[src/rtl/lpc_pkg.sv]
// constants for the low-power state and clock gating control block
// assumes one core clock domain, synchronous active-high reset
// Summary of operation
// role force bit overrides clock-control master/slave
// mux force bit overrides system clock select
// twelve gating-disable bits, reset to zero
// set disable bit keeps that clock running
// force enable holds state at programmed value
// energy detection only while enable set
// sleep entry blocked unless permit set
// autonomous bit picks normal or standby start; bit is zero until INIT is left, so start is always standby
// monitor fault moves normal to standby if enabled
// standby request bit pulses, then self-clears
// normal request bit pulses, then self-clears
// standby is 0x2, normal is 0x4
// zero writes to the mode request register ignored, reserved bits read zero
package lpc_pkg;
    localparam int          ADDR_W          = 12;
    localparam int          DATA_W          = 16;
    localparam int          STATE_W         = 7;
    localparam int          GATE_W          = 12;
    localparam logic [11:0] ADDR_CLK_CTRL   = 12'h182;
    localparam logic [11:0] ADDR_PS_FORCE   = 12'h183;
    localparam logic [11:0] ADDR_PF_EN      = 12'h18b;
    localparam logic [11:0] ADDR_MODE_REQ   = 12'h18c;
    localparam logic [11:0] ADDR_PS_OBS     = 12'h18e;
    localparam int          BIT_ROLE_VAL    = 15;
    localparam int          BIT_ROLE_EN     = 14;
    localparam int          BIT_MUX_VAL     = 13;
    localparam int          BIT_MUX_EN      = 12;
    localparam int          GATE_MSB        = 11;
    localparam int          BIT_FORCE_EN    = 7;
    localparam int          FORCE_MSB       = 6;
    localparam int          BIT_DETECT_EN   = 8;
    localparam int          BIT_SLEEP_EN    = 7;
    localparam int          BIT_AUTO_MODE   = 6;
    localparam int          BIT_MON_EN      = 5;
    localparam int          PF_RW_MSB       = 4;
    localparam int          BIT_REQ_STANDBY = 4;
    localparam int          BIT_REQ_NORMAL  = 0;
    localparam logic [6:0]  ST_STANDBY      = 7'h02;
    localparam logic [6:0]  ST_NORMAL       = 7'h04;
    localparam logic [6:0]  ST_SLEEP        = 7'h08;
    localparam logic [6:0]  ST_INIT         = 7'h01;
endpackage

[src/rtl/lpc_sync2.sv]
// two-flop synchroniser for asynchronous level inputs
// assumes the destination runs on core_clk
`timescale 1ns/1ns
`default_nettype none
module lpc_sync2 #(
    parameter int W = 1
) (
    input  wire logic         core_clk,
    input  wire logic         rst,
    input  wire logic [W-1:0] async_in,
    output logic      [W-1:0] sync_out
);
    logic [W-1:0] stage1;
    always_ff @(posedge core_clk) begin
        if (rst) begin
            stage1   <= '0;
            sync_out <= '0;
        end else begin
            stage1   <= async_in;
            sync_out <= stage1;
        end
    end
endmodule
`default_nettype wire

[src/rtl/lpc_clk_gate_en.sv]
// per-clock enable combining automatic gating and software keep-on
// assumes auto requests come from core_clk logic
`timescale 1ns/1ns
`default_nettype none
module lpc_clk_gate_en #(
    parameter int N = 12
) (
    input  wire logic [N-1:0] auto_run,
    input  wire logic [N-1:0] gate_disable,
    output logic      [N-1:0] clk_enable
);
    genvar i;
    generate
        for (i = 0; i < N; i++) begin : g_en
            // disable bit forces on
            assign clk_enable[i] = auto_run[i] | gate_disable[i];
        end
    endgenerate
endmodule
`default_nettype wire

[src/rtl/lpc_ctrl.sv]
// low-power state machine control, clock override and gating registers
// assumes a plain register port on core_clk; fault inputs are asynchronous
//
// Local design decision: the address-and-strobe port.
`timescale 1ns/1ns
`default_nettype none
module lpc_ctrl #(
    parameter int GATE_W = lpc_pkg::GATE_W
) (
    input  wire logic                        core_clk,
    input  wire logic                        rst,
    input  wire logic [lpc_pkg::ADDR_W-1:0]  reg_addr,
    input  wire logic [lpc_pkg::DATA_W-1:0]  reg_wdata,
    input  wire logic                        reg_wr,
    input  wire logic                        reg_rd,
    output logic      [lpc_pkg::DATA_W-1:0]  reg_rdata,
    input  wire logic                        role_normal,
    input  wire logic                        sysclk_mux_internal,
    input  wire logic [GATE_W-1:0]           gate_auto_run,
    input  wire logic                        over_temp,
    input  wire logic                        under_volt,
    input  wire logic                        energy_seen,
    input  wire logic                        sleep_cond,
    output logic                             role_select,
    output logic                             sysclk_mux_select,
    output logic      [GATE_W-1:0]           clk_enable,
    output logic                             energy_detect_enable,
    output logic                             energy_detected,
    output logic      [lpc_pkg::STATE_W-1:0] power_state_observe
);
    typedef enum logic [3:0] {
        LPC_INIT    = 4'h1,
        LPC_STANDBY = 4'h2,
        LPC_NORMAL  = 4'h4,
        LPC_SLEEP   = 4'h8
    } lpc_state_t;

    logic [lpc_pkg::DATA_W-1:0]      clk_ctrl;
    logic [lpc_pkg::STATE_W:0]       ps_force;
    logic [lpc_pkg::BIT_DETECT_EN:0] pf_en;
    lpc_state_t                      state;
    lpc_state_t                      next_state;
    logic                            over_temp_sync;
    logic                            under_volt_sync;
    logic                            energy_sync;
    logic                            sleep_sync;
    logic                            auto_taken;

    // each pin synchronised on its own, combined only afterwards
    lpc_sync2 #(
        .W(4)
    ) u_sync (
        .core_clk (core_clk),
        .rst      (rst),
        .async_in ({over_temp, under_volt, energy_seen, sleep_cond}),
        .sync_out ({over_temp_sync, under_volt_sync, energy_sync, sleep_sync})
    );

    wire fault_sync = over_temp_sync | under_volt_sync;

    wire sel_clk  = reg_addr == lpc_pkg::ADDR_CLK_CTRL;
    wire sel_psf  = reg_addr == lpc_pkg::ADDR_PS_FORCE;
    wire sel_pf   = reg_addr == lpc_pkg::ADDR_PF_EN;
    wire sel_req  = reg_addr == lpc_pkg::ADDR_MODE_REQ;
    wire sel_obs  = reg_addr == lpc_pkg::ADDR_PS_OBS;
    wire wr_clk   = reg_wr & sel_clk;
    wire wr_psf   = reg_wr & sel_psf;
    wire wr_pf    = reg_wr & sel_pf;
    // standby command pulse
    wire req_stby = reg_wr & sel_req & reg_wdata[lpc_pkg::BIT_REQ_STANDBY];
    // normal command pulse
    wire req_norm = reg_wr & sel_req & reg_wdata[lpc_pkg::BIT_REQ_NORMAL];

    wire force_en   = ps_force[lpc_pkg::BIT_FORCE_EN];
    wire detect_on  = pf_en[lpc_pkg::BIT_DETECT_EN];
    wire sleep_ok   = pf_en[lpc_pkg::BIT_SLEEP_EN];
    wire auto_mode  = pf_en[lpc_pkg::BIT_AUTO_MODE];
    wire mon_en     = pf_en[lpc_pkg::BIT_MON_EN];

    // role override
    assign role_select = clk_ctrl[lpc_pkg::BIT_ROLE_EN] ? clk_ctrl[lpc_pkg::BIT_ROLE_VAL] : role_normal;
    // mux select override
    assign sysclk_mux_select = clk_ctrl[lpc_pkg::BIT_MUX_EN] ? clk_ctrl[lpc_pkg::BIT_MUX_VAL]
                                                            : sysclk_mux_internal;
    // detection gated by enable
    assign energy_detect_enable = detect_on;
    assign energy_detected      = detect_on & energy_sync;

    lpc_clk_gate_en #(
        .N(GATE_W)
    ) u_gate (
        .auto_run     (gate_auto_run),
        .gate_disable (clk_ctrl[GATE_W-1:0]),
        .clk_enable   (clk_enable)
    );

    always_comb begin
        next_state = state;
        unique case (state)
            LPC_INIT: begin
                // power-up mode choice
                next_state = auto_mode ? LPC_NORMAL : LPC_STANDBY;
            end
            LPC_STANDBY: begin
                if (req_norm) begin
                    next_state = LPC_NORMAL;
                end else if (sleep_ok & sleep_sync & ~req_stby) begin
                    next_state = LPC_SLEEP;
                end
            end
            LPC_NORMAL: begin
                // normal request wins over standby
                if (req_norm) begin
                    next_state = LPC_NORMAL;
                // monitor-driven standby
                end else if (req_stby | (mon_en & fault_sync)) begin
                    next_state = LPC_STANDBY;
                end else if (sleep_ok & sleep_sync) begin
                    // sleep needs permit
                    next_state = LPC_SLEEP;
                end
            end
            LPC_SLEEP: begin
                if (req_norm) begin
                    next_state = LPC_NORMAL;
                end else if (req_stby | ~sleep_ok) begin
                    next_state = LPC_STANDBY;
                end
            end
            default: next_state = LPC_STANDBY;
        endcase
    end

    wire [lpc_pkg::STATE_W-1:0] sm_code =
        (state == LPC_NORMAL) ? lpc_pkg::ST_NORMAL :
        (state == LPC_SLEEP)  ? lpc_pkg::ST_SLEEP  :
        (state == LPC_INIT)   ? lpc_pkg::ST_INIT   : lpc_pkg::ST_STANDBY;
    // forced state value
    // shared state encoding
    wire [lpc_pkg::STATE_W-1:0] next_observe = force_en ? ps_force[lpc_pkg::FORCE_MSB:0] : sm_code;

    always_ff @(posedge core_clk) begin
        if (rst) begin
            state <= LPC_INIT;
        end else if (!force_en) begin
            state <= next_state;
        end
    end

    always_ff @(posedge core_clk) begin
        if (rst) begin
            power_state_observe <= lpc_pkg::ST_INIT;
        end else begin
            power_state_observe <= next_observe;
        end
    end

    // gating disable field
    always_ff @(posedge core_clk) begin
        if (rst) begin
            clk_ctrl <= '0;
        end else if (wr_clk) begin
            clk_ctrl <= reg_wdata;
        end
    end

    // reserved bits dropped
    always_ff @(posedge core_clk) begin
        if (rst) begin
            ps_force <= '0;
        end else if (wr_psf) begin
            ps_force <= reg_wdata[lpc_pkg::STATE_W:0];
        end
    end

    // device sets autonomous bit once
    always_ff @(posedge core_clk) begin
        if (rst) begin
            pf_en      <= '0;
            auto_taken <= 1'h0;
        end else begin
            if (wr_pf) begin
                pf_en <= reg_wdata[lpc_pkg::BIT_DETECT_EN:0];
            end
            if (!auto_taken && state != LPC_INIT) begin
                auto_taken                    <= 1'h1;
                pf_en[lpc_pkg::BIT_AUTO_MODE] <= 1'h1;
            end
        end
    end

    // request bits read back zero
    // self-clear after pulse
    wire [lpc_pkg::DATA_W-1:0] rd_mux =
        sel_clk ? clk_ctrl :
        sel_psf ? {{(lpc_pkg::DATA_W-lpc_pkg::STATE_W-1){1'b0}}, ps_force} :
        sel_pf  ? {{(lpc_pkg::DATA_W-lpc_pkg::BIT_DETECT_EN-1){1'b0}}, pf_en} :
        sel_obs ? {{(lpc_pkg::DATA_W-lpc_pkg::STATE_W){1'b0}}, power_state_observe} :
                  16'h0000;

    always_ff @(posedge core_clk) begin
        if (rst) begin
            reg_rdata <= '0;
        end else if (reg_rd) begin
            reg_rdata <= rd_mux;
        end else begin
            reg_rdata <= '0;
        end
    end
endmodule
`default_nettype wire

[config.mk]
export PLATFORM = sky130hd
export DESIGN_NAME = lpc_ctrl
export DESIGN_NICKNAME = d
export VERILOG_FILES = /design/src/rtl/lpc_pkg.sv /design/src/rtl/lpc_sync2.sv /design/src/rtl/lpc_clk_gate_en.sv /design/src/rtl/lpc_ctrl.sv
export SDC_FILE = /design/constraint.sdc
export NUM_CORES = 1
export LEC_CHECK = 0
export BUFFER_PORTS_ARGS = -buffer_cell sky130_fd_sc_hd__buf_2
export CAP_MARGIN = 40
export CORE_UTILIZATION = 50
export DETAILED_ROUTE_END_ITERATION = 10
export HOLD_SLACK_MARGIN = 0.03
export PLACE_DENSITY_LB_ADDON = 0.2
export SYNTH_ARGS = -nofsm -noshare
export SYNTH_HDL_FRONTEND = slang
export SYNTH_SLANG_ARGS = --single-unit
export TNS_END_PERCENT = 10
[constraint.sdc]
create_clock -name core_clk -period 3 [get_ports core_clk]
set_clock_uncertainty 0.05 [all_clocks]
set_input_delay 0.45 -clock core_clk [delete_from_list [all_inputs] [get_ports core_clk]]
set_output_delay 0.45 -clock core_clk [all_outputs]
set_load 0.03 [all_outputs]
==> results of run 1 <==
power groups by stage:
stage | clock (W) | sequential, W | combinational (W)
3_3_place_gp | 0 | 0.000983 | 0.000211
5_1_grt | 0.000960 | 0.000965 | 0.000234
6_report | 0.000910 | 0.000963 | 0.000216
3_5_place_dp | 0 | 0.000983 | 0.000214
4_1_cts | 0.000919 | 0.000962 | 0.000214
2_1_floorplan | 0 | 0.000978 | 0.000140
flip-flops by register name (all words and copies together) (netlist names):
name	flops
state	4
reg_rdata	16
u_sync.sync_out	4
u_sync.stage1	4
pf_en	9
ps_force	8
power_state_observe	7
auto_taken	1
clk_ctrl	16
layout by cell type, fill, tap and decap left out, drive strengths merged, types with 3 or more instances in the layout:
master / count
mux2i: 17
nor4: 5
bufinv: 3
nor2: 28
nand2b: 4
dfxtp: 69
nor2b: 12
o21ai: 9
clkbuf: 12
nand2: 42
a21oi: 39
nand3: 4
mux2: 3
and2: 12
or2: 15
o2bb2ai: 7
buf: 97
or4b: 5
nor4b: 3
logic make-up after synthesis:
logic type | after synthesis
xor gates and xnor gates | 1
and+or+nand+nor | 139
DFF | 69
AOI/OAI and AO/OA | 69
muxes | 20
buffers and inverters | 21
per-layer routing:
metal  part of all wire (%)  up-vias  global-route usage (%)
met5                      0        -                       0
met3                    4.7       14                    5.88
met2                     49       72                    38.9
li1                       -     1282                       -
met1                     45     1188                    28.3
met4                    1.9        0                    13.2
stage by stage:
| step | instances | setup slack (ns) | cell area [um2] | total power [W] |
|---|---|---|---|---|
| after detailed placement | 469 | 0.325 | 3360 | 0.00120 |
| final | 485 | 0.681 | 3600 | 0.00209 |
| after global routing | 485 | 0.602 | 3600 | 0.00216 |
| after floorplan | 319 | 0.369 | 2850 | 0.00112 |
| after CTS | 485 | 0.693 | 3600 | 0.00210 |
| after global placement | 469 | 0.348 | 3360 | 0.00119 |
area by class of cell:
class                   count  area, um2
fillers                   461       1900
flip-flops and latches     69       1380
multi-input cells         229       1380
repair buffers             97        508
clock buffers              12        145
clock inverters             4       95.1
well taps                  72       90.1
inverters                   2       7.51
worst max path at each step:
| stage | to | slack (ns) | depth (start not counted) | start |
|---|---|---|---|---|
| after CTS | state[2] | 0.69 | 6 | reg_addr[9] |
| after detailed placement | state[2] | 0.33 | 6 | reg_addr[9] |
| after floorplan | state[2] | 0.37 | 7 | reg_addr[9] |
| after global routing | state[2] | 0.60 | 6 | reg_addr[9] |
| after global placement | state[2] | 0.35 | 6 | reg_addr[9] |
| final | state[2] | 0.68 | 6 | reg_addr[9] |
==> impl_results.md, run 1 <==
* Synth Instances at 319
* Post-synth ARST share at 0%
* Clock group share of total power at 43.6%
* LEAKAGE at 1.62 nW
* Fraction of layout cells with a size suffix above 1 at 32.7%
* Power per Cell Area at 579 nW/um2
* Die area at 6000 um2
* Vias in the first global route at 2339
* CP Max Fanout at 7
* WP data required at 3.19 ns
* FMAX at 431 MHz
* Mapped Area at 2850 um2
* Max IR drop VDD at 0.314 mV
* R2r startpoint: state[1]
* Post-cts resize count at 0
* Hold EP: u_sync.stage1[1]
* Dpl hpwl at 4.71 mm
* Main combinational cell family by area after synthesis: simple AND/OR/NAND/NOR gates
* Syn nets at 369
* Min-delay src: energy_seen
* Top cells by area, synth: dfxtp_1 49%, a21oi_1 6.9%, mux2i_1 6.0%
* RSZ-0062 raised after global routing: false
* CTS tree: yes
* Register area share after synthesis at 48.5%
* HP Class: input pin to flip-flop
* Worst Reg2Reg Path Length in Cells at 5
* Mean number of vias per cell at 5.27
* Sw Share at 22.7%
* Hold Fails Final Rpt at 0
* Final period util at 77.3%
* Number of distinct library cells after synthesis at 44
* Top-count cell post-synth: dfxtp_1
* Crit. End Element: flip-flop
* Post-synthesis adder-cell area fraction at 0%
* Final setup fails at 0
* Reg2reg setup slack at 0.90 ns
* Mean area per synthesized cell at 8.93 um2
* Seq cells post-synth at 69
* CP cell instances: buf_2 -> or4b_1 -> or2_1 -> or4_4 -> a31o_1 -> mux2_4
* NetSw at 0.000474 W
* CP max stage delay at 0.65 ns
* Die height at 77.5 um
* WL/cell at 14.1 um
* Worst EP arrival at 2.51 ns
* Largest net degree at the start of global routing at 54
* Final core occ at 65.5%
* Routability Congestion at 0.859
* Worst path bufs/invs at 1
* Row cnt at 27
* All-Layer GR Usage at 23.7%
* Slew Limit Headroom at 55.8%
* Reg power frac at 46.1%
* Core Area at 5510 um2
* IO Count at 89
* Delay-heaviest family, CP: simple AND/OR/NAND/NOR gates
* Kind of critical path: input pin to flip-flop
* Multiplexer share of the synthesized area at 7.29%
* Global route overflow at 0
* Reg2reg end: state[2]
* Initial antenna violation count at 0
* Post-synth top cells: 69 x dfxtp_1, 42 x nand2_1, 39 x a21oi_1
* Slowest cell on crit path: or4b_1
* Fin Setup TNS at 0 ns
* Worst setup SP type: input pin
* Clock root cell: clkbuf_8
* Clock Path Buffers at 2
* Iteration-0 DRC count of the detailed router at 195
* Worst-margin pin slew at 0.654 ns
* Postcts setup bufs at 0
* Area fraction in compound gates after synthesis at 14.5%
* First-pass GRT wire length at 10.9 mm
* Router iterations before antenna repair at 4
* Die width at 77.5 um
* DR vias at 2556
* Dominant synthesized flop cell: dfxtp_1
* Drt total wl at 6.84 mm
* Max-slew violations at 0
* Post-route ant nets at 0
* H-tree Lvls at 3
* Reg clk slew, reported paths at 0.07 ns
* Ys Warns at 0
* Final nets at 458
* Hold_ws at 0.262 ns
* Initial Utilization at 51.7%
* Post-synth EDFFs at 0
* Cell type with the largest total area after synthesis: dfxtp_1
* Outcome: finished clean
* Total CTS buffers at 9
* Port buffer count at 88
* Tmin final at 2.32 ns
* Post-synthesis xor/xnor area fraction at 0.308%
* Worst-Skew Late Latency at 0.34 ns
* Residual DRC count at 0
* Combinational cell fraction of total power at 10.3%
* Max-Cap Viols at 0
* Synth-to-layout area growth at 26.6%
* Internal Power at 0.00161 W
* CTS Sinks at 69
* Hold depth at 2
* Hold Buf Count CTS at 0
* Post-synthesis simple-gate area fraction at 26.2%
* Synth top area share at 48.5%
* ANT cells at 0
(Power assumes the default switching activity.)
==> run 2, diff against run 1 <==
CORE_UTILIZATION = 46   (was 50)
clock period = 2 ns   (was 3 ns; I/O delays follow)
==> run 2 against run 1 <==
Compared with the run above: cell count up 4.7%; sequential cell count unchanged; count of clock-buffer cells in the layout down 2; hold slack worse by 0.15 ns; first-iteration DRC count down 33%; global-route usage down 0.52 points; clock power up 45%; sequential share of layout area down 1.9 points; core utilization down 1.8 points; via count up 2.5%; register-to-register slack worse by 0.85 ns; non-clock buffer count up 21; largest cell class is now multi-input combinational cells; highest routed layer unchanged.
==> impl_results.md, run 2 (synthesis gave the netlist of run 1 again) <==
* Die height at 80.7 um
* CTS tree: yes
* Vias in the first global route at 2394
* Die width at 80.7 um
* Hold Fails Final Rpt at 0
* Router iterations before antenna repair at 5
* HP Class: input pin to flip-flop
* ANT cells at 0
* Slew Limit Headroom at 59.4%
* Slowest cell on crit path: or4b_4
* LEAKAGE at 1.73 nW
* Max-slew violations at 0
* Power per Cell Area at 828 nW/um2
* Layout Cells excl Fill at 508
* Dpl hpwl at 5.01 mm
* All-Layer GR Usage at 23.2%
* Most frequent cells in the layout: 88 x buf_2, 69 x dfxtp_1, 42 x nand2_1, 38 x a21oi_1, 29 x buf_4
* Die area at 6510 um2
* CTS Sinks at 69
* Row cnt at 28
* Largest registers: clk_ctrl: 16 flops, reg_rdata: 16 flops, pf_en: 9 flops
* Worst-margin pin slew at 0.608 ns
* Delay-heaviest family, CP: simple AND/OR/NAND/NOR gates
* Clock group share of total power at 42.0%
* WL/cell at 14.1 um
* Reg power frac at 45.4%
* Iteration-0 DRC count of the detailed router at 131
* H-tree Lvls at 3
* Core Area at 5960 um2
* Worst EP arrival at 2.16 ns
* Worst path bufs/invs at 1
* Reg clk slew, reported paths at 0.07 ns
* Crit. End Element: flip-flop
* First-pass GRT wire length at 11.2 mm
* CP cell instances: buf_2 -> or4b_4 -> or2_1 -> or4_4 -> a31o_1 -> mux2_4
* RSZ-0062 raised after global routing: true
* WP data required at 2.18 ns
* Residual DRC count at 0
* DR vias at 2620
* CP Max Fanout at 3
* Worst setup SP type: input pin
* Final nets at 479
* Initial Utilization at 47.8%
* Max-Cap Viols at 0
* Sw Share at 23.0%
* Post-route ant nets at 0
* Routability Congestion at 0.904
* Final period util at 99.0%
* Placed cells at 492
* Hold Buf Count CTS at 0
* Fraction of layout cells with a size suffix above 1 at 37.2%
* Mean number of vias per cell at 5.16
* FMAX at 505 MHz
* Largest net degree at the start of global routing at 29
* Synth-to-layout area growth at 33.2%
* Tmin final at 1.98 ns
* Drt total wl at 7.17 mm
* Final setup fails at 0
* Global route overflow at 0
* CP max stage delay at 0.54 ns
* Max IR drop VDD at 0.645 mV
* Kind of critical path: input pin to flip-flop
* Total CTS buffers at 9
* Port buffer count at 88
* Outcome: finished clean
* Clock Path Buffers at 2
* IO Count at 89
* Worst-Skew Late Latency at 0.34 ns
* Initial antenna violation count at 0
* Internal Power at 0.00242 W
* Most common cell after layout, fill and taps aside: buf_2
* Clock root cell: clkbuf_8
* PnR Total Power at 0.00314 W
* Combinational cell fraction of total power at 12.6%
* NetSw at 0.000723 W
run 2: cell types whose count changed in the layout (fill, tap and decap cells not counted), sizes merged:
cell    previous run  this run
clkbuf            12        10
clkinv             1         2
buf               97       118
run 2: final cells by class:
cell class	count	area [um2]
Timing Repair Buffer	118	678
Tap cell	75	93.8
Clock buffer	10	128
Inverter	2	7.51
Sequential cell	69	1380
Multi-Input combinational cell	229	1400
Fill cell	524	2160
Clock inverter	5	100
run 2: path summary, 6_finish.rpt:
path / to / cells after the start / slack (ns) / from
worst max-delay path: state[2] / 6 / 0.02 / reg_addr[5]
worst min-delay path: u_sync.stage1[1] / 2 / 0.11 / energy_seen
worst max register to register: state[2] / 5 / 0.05 / state[2]
worst min register to register: u_sync.sync_out[1] / 1 / 0.39 / u_sync.stage1[1]
run 2: per-layer routing:
metal	vias up	global-route usage (%)	wire, um
li1	1325	-	-
met1	1220	27.7	3220
met2	66	39.2	3540
met3	9	4.77	312
met4	0	11.4	97
met5	-	0	0
run 2: power by group through the flow:
stage / Combinational [W] / Clock [W] / Sequential (W)
global placement: 0.000370 / 0 / 0.00146
CTS: 0.000383 / 0.00134 / 0.00143
global route: 0.000430 / 0.00140 / 0.00143
floorplan: 0.000211 / 0 / 0.00147
detailed placement: 0.000374 / 0 / 0.00146
finish: 0.000396 / 0.00132 / 0.00143
run 2: repair_timing:
action / 4_1_cts / 5_1_grt
setup buffers: 1 / 0
pin swaps: 3 / 1
endpoints found under the setup margin: 1 / 2
resized for setup: 1 / 4
run 2: stage by stage:
stage | worst slack, ns | util (%) | setup TNS, ns | hold slack, ns | area [um2]
after global routing | 0.000850 | 63.7 | 0 | 0.117 | 3790
final | 0.0209 | 63.7 | 0 | 0.114 | 3790
after floorplan | -0.476 | - | -3.40 | 0.364 | 2860
after global placement | -0.384 | 59.3 | -2.43 | 0.369 | 3530
after CTS | 0.000496 | 63.4 | 0 | 0.102 | 3770
after detailed placement | -0.406 | 59.3 | -3.84 | 0.376 | 3530
run 2: worst reg2reg max path, stage by stage (launching register included):
cell and delay [ns]:
dfxtp_1 0.31, buf_4 0.15, or4b_2 0.70, nand4_1 0.13
a31o_1 0.20, mux2_4 0.30
==> run 3, diff against run 2 <==
ABC_AREA = 1   (was unset)
CORE_ASPECT_RATIO = 1.75   (was unset)
CORE_UTILIZATION = 35   (was 46)
==> run 3 against run 2 <==
Compared with the run above: sequential cell count unchanged; cell count up 19%; via count is 7.1% higher; count of clock-buffer cells in the layout is 3 higher; synthesized cell count up 24%; non-clock buffer count is 25 lower; die area up 40%; sequential share of layout area decreased by 1.3 points; critical path depth down 4; global-route usage fell by 5.7 points; register-to-register slack improved by 0.52 ns; power is 19% higher; largest cell class is now sequential cells.
==> impl_results.md, run 3 <==
* IO Count at 89
* Mapped Area at 3050 um2
* Cell type with the largest total area after synthesis: dfxtp_1
* Worst-margin pin slew at 0.461 ns
* Power per Cell Area at 947 nW/um2
* DR vias at 2805
* WL met1 at 2.94 mm
* Sequential Area at 1380 um2
* Ys Warns at 0
* CP max stage delay at 0.33 ns
* WL/cell at 12.6 um
* Routability Congestion at 0.844
* Residual DRC count at 0
* Number of distinct library cells after synthesis at 30
* Hold EP: u_sync.stage1[3]
* Main combinational cell family by area after synthesis: simple AND/OR/NAND/NOR gates
* Synth-to-layout area growth at 29.1%
* Register area share after synthesis at 45.3%
* CTS tree: yes
* Post-synth ARST share at 0%
* Die area at 9100 um2
* CTS Sinks at 69
* Iteration-0 DRC count of the detailed router at 138
* Global route overflow at 0
* Max IR drop VDD at 0.645 mV
* Most frequent cells in the layout: 88 x buf_2, 69 x dfxtp_1, 59 x nor2_1, 51 x inv_1, 43 x nand2_1
* Area fraction in compound gates after synthesis at 14.8%
* FMAX at 681 MHz
* DR WL met2 at 4.14 mm
* Post-synth EDFFs at 0
* Slew Limit Headroom at 68.9%
* Reg clk slew, reported paths at 0.05 ns
* Post-route ant nets at 0
* Final setup fails at 0
* Die width at 72.5 um
* Multi-input gate area at 1370 um2
* Hold Fails Final Rpt at 0
* Tmin final at 1.47 ns
* Postcts setup bufs at 0
* Worst setup SP type: flip-flop
* Most common cell after layout, fill and taps aside: buf_2
* Initial antenna violation count at 0
* Final nets at 537
* Max-Cap Viols at 0
* First-pass GRT wire length at 12.0 mm
* Synth Instances at 394
* Worst Reg2Reg Path Length in Cells at 8
* Fin Setup TNS at 0 ns
* Top cells by area, synth: dfxtp_1 45%, nor2_1 7.3%, inv_1 6.3%
* Clock root cell: clkbuf_16
* Post-synthesis xor/xnor area fraction at 0%
* Min-delay src: over_temp
* Seq cells post-synth at 69
* Kind of critical path: flip-flop to primary output
* Largest net degree at the start of global routing at 25
* CP cell instances: or2_2 -> buf_2
* Die height at 125 um
* WP data required at 1.65 ns
* Initial Utilization at 36.4%
* Reg2reg setup slack at 0.57 ns
* Clock Path Buffers at 2
* R2r startpoint: state[0]
* Post-synth top cells: 69 x dfxtp_1, 59 x nor2_1, 51 x inv_1
* Outcome: finished clean
* RSZ-0062 raised after global routing: false
* Syn nets at 444
* Post-cts resize count at 0
* Multiplexer share of the synthesized area at 0%
* All-Layer GR Usage at 17.5%
* Total CTS buffers at 9
* CP Max Fanout at 3
* HP Class: input pin to flip-flop
* Router iterations before antenna repair at 4
* Largest registers: clk_ctrl: 16 flops, reg_rdata: 16 flops, pf_en: 9 flops
* Drt total wl at 7.66 mm
* Fillers at 855
* Hold depth at 3
* DR top layer: met4
* Synth top area share at 45.3%
* Final core occ at 47.0%
* Top-count cell post-synth: dfxtp_1
* Fraction of layout cells with a size suffix above 1 at 33.9%
* ANT cells at 0
* Port buffer count at 88
* Final period util at 73.4%
* H-tree Lvls at 3
* Mean number of vias per cell at 4.62
* Worst-Skew Late Latency at 0.33 ns
* Dominant synthesized flop cell: dfxtp_1
* Core Area at 8370 um2
* Hold Buf Count CTS at 0
* Slowest cell on crit path: dfxtp_1
* Crit. End Element: primary output
* LEAKAGE at 1.93 nW
* Row cnt at 44
* Post-synthesis simple-gate area fraction at 30.0%
* Reg2reg end: state[1]
* Vias in the first global route at 2620
* Dpl hpwl at 5.99 mm
* Max-slew violations at 0
* Met3 WL post-DR at 358 um
* Mean area per synthesized cell at 7.73 um2
* Post-synthesis adder-cell area fraction at 0%
* Worst EP arrival at 1.12 ns
run 3: changes by cell type after synthesis, sizes merged, moves of 10 or more:
cell    delta
a21oi     -20
o21ai     +32
nor2b     -12
and2      -12
mux2i     -17
nand3     +15
nor2      +43
clkbuf    -11
nand2     +10
inv       +61
nor3      +16
run 3: layout make-up:
class | count | share of cell area [%]
Clock buffer | 13 | 6.62
Tap cell | 115 | 3.66
Timing Repair Buffer | 93 | 12.2
Clock inverter | 3 | 1.72
Sequential cell | 69 | 35.1
Multi-Input combinational cell | 251 | 34.7
Inverter | 63 | 6.01
run 3: worst max-delay path, delay by kind of cell, from the launching register on:
family | cells | cell delay [ns]
buffers and inverters | 1 | 0.18
DFF | 1 | 0.33
and+or+nand+nor | 1 | 0.29
run 3: per-stage QoR:
step	total power [W]	cells	hold WS, ns	worst slack [ns]	instance area (um2)
after floorplan	0.00186	394	0.338	0.567	3050
after global placement	0.00203	591	0.341	0.210	3600
after detailed placement	0.00203	591	0.349	0.204	3600
after CTS	0.00375	607	0.116	0.513	3930
after global routing	0.00389	607	0.134	0.413	3930
final	0.00372	607	0.121	0.531	3930
run 3: worst max-delay path by stage:
stage               endpoint         start  slack, ns  depth (start not counted)
6_report       clk_enable[7]   clk_ctrl[7]       0.53                          2
5_1_grt         reg_rdata[0]   reg_addr[6]       0.41                         11
4_1_cts        clk_enable[6]   clk_ctrl[6]       0.51                          2
3_5_place_dp    reg_rdata[6]  reg_addr[11]       0.20                         11
3_3_place_gp    reg_rdata[6]  reg_addr[11]       0.21                         11
2_1_floorplan    ps_force[2]  reg_addr[11]       0.57                          9
run 3: layer usage:
layer  vias to the layer above  global-route usage (%)
li1                       1452                       -
met1                      1251                    18.2
met2                        89                    32.0
met3                        13                    3.71
met4                         0                    8.42
met5                         -                       0
run 3: where the power goes:
group | internal (W) | leakage (nW) | switching (W)
clock network | 0.00116 | 0.156 | 0.000564
logic | 0.000189 | 1.22 | 0.000329
registers | 0.00144 | 0.560 | 0.0000436
total | 0.00279 | 1.93 | 0.000937
run 3: cell families after synthesis:
kind of cell | after synthesis
and+or+nand+nor | 171
AOI/OAI and AO/OA | 80
DFF | 69
buffers and inverters | 74
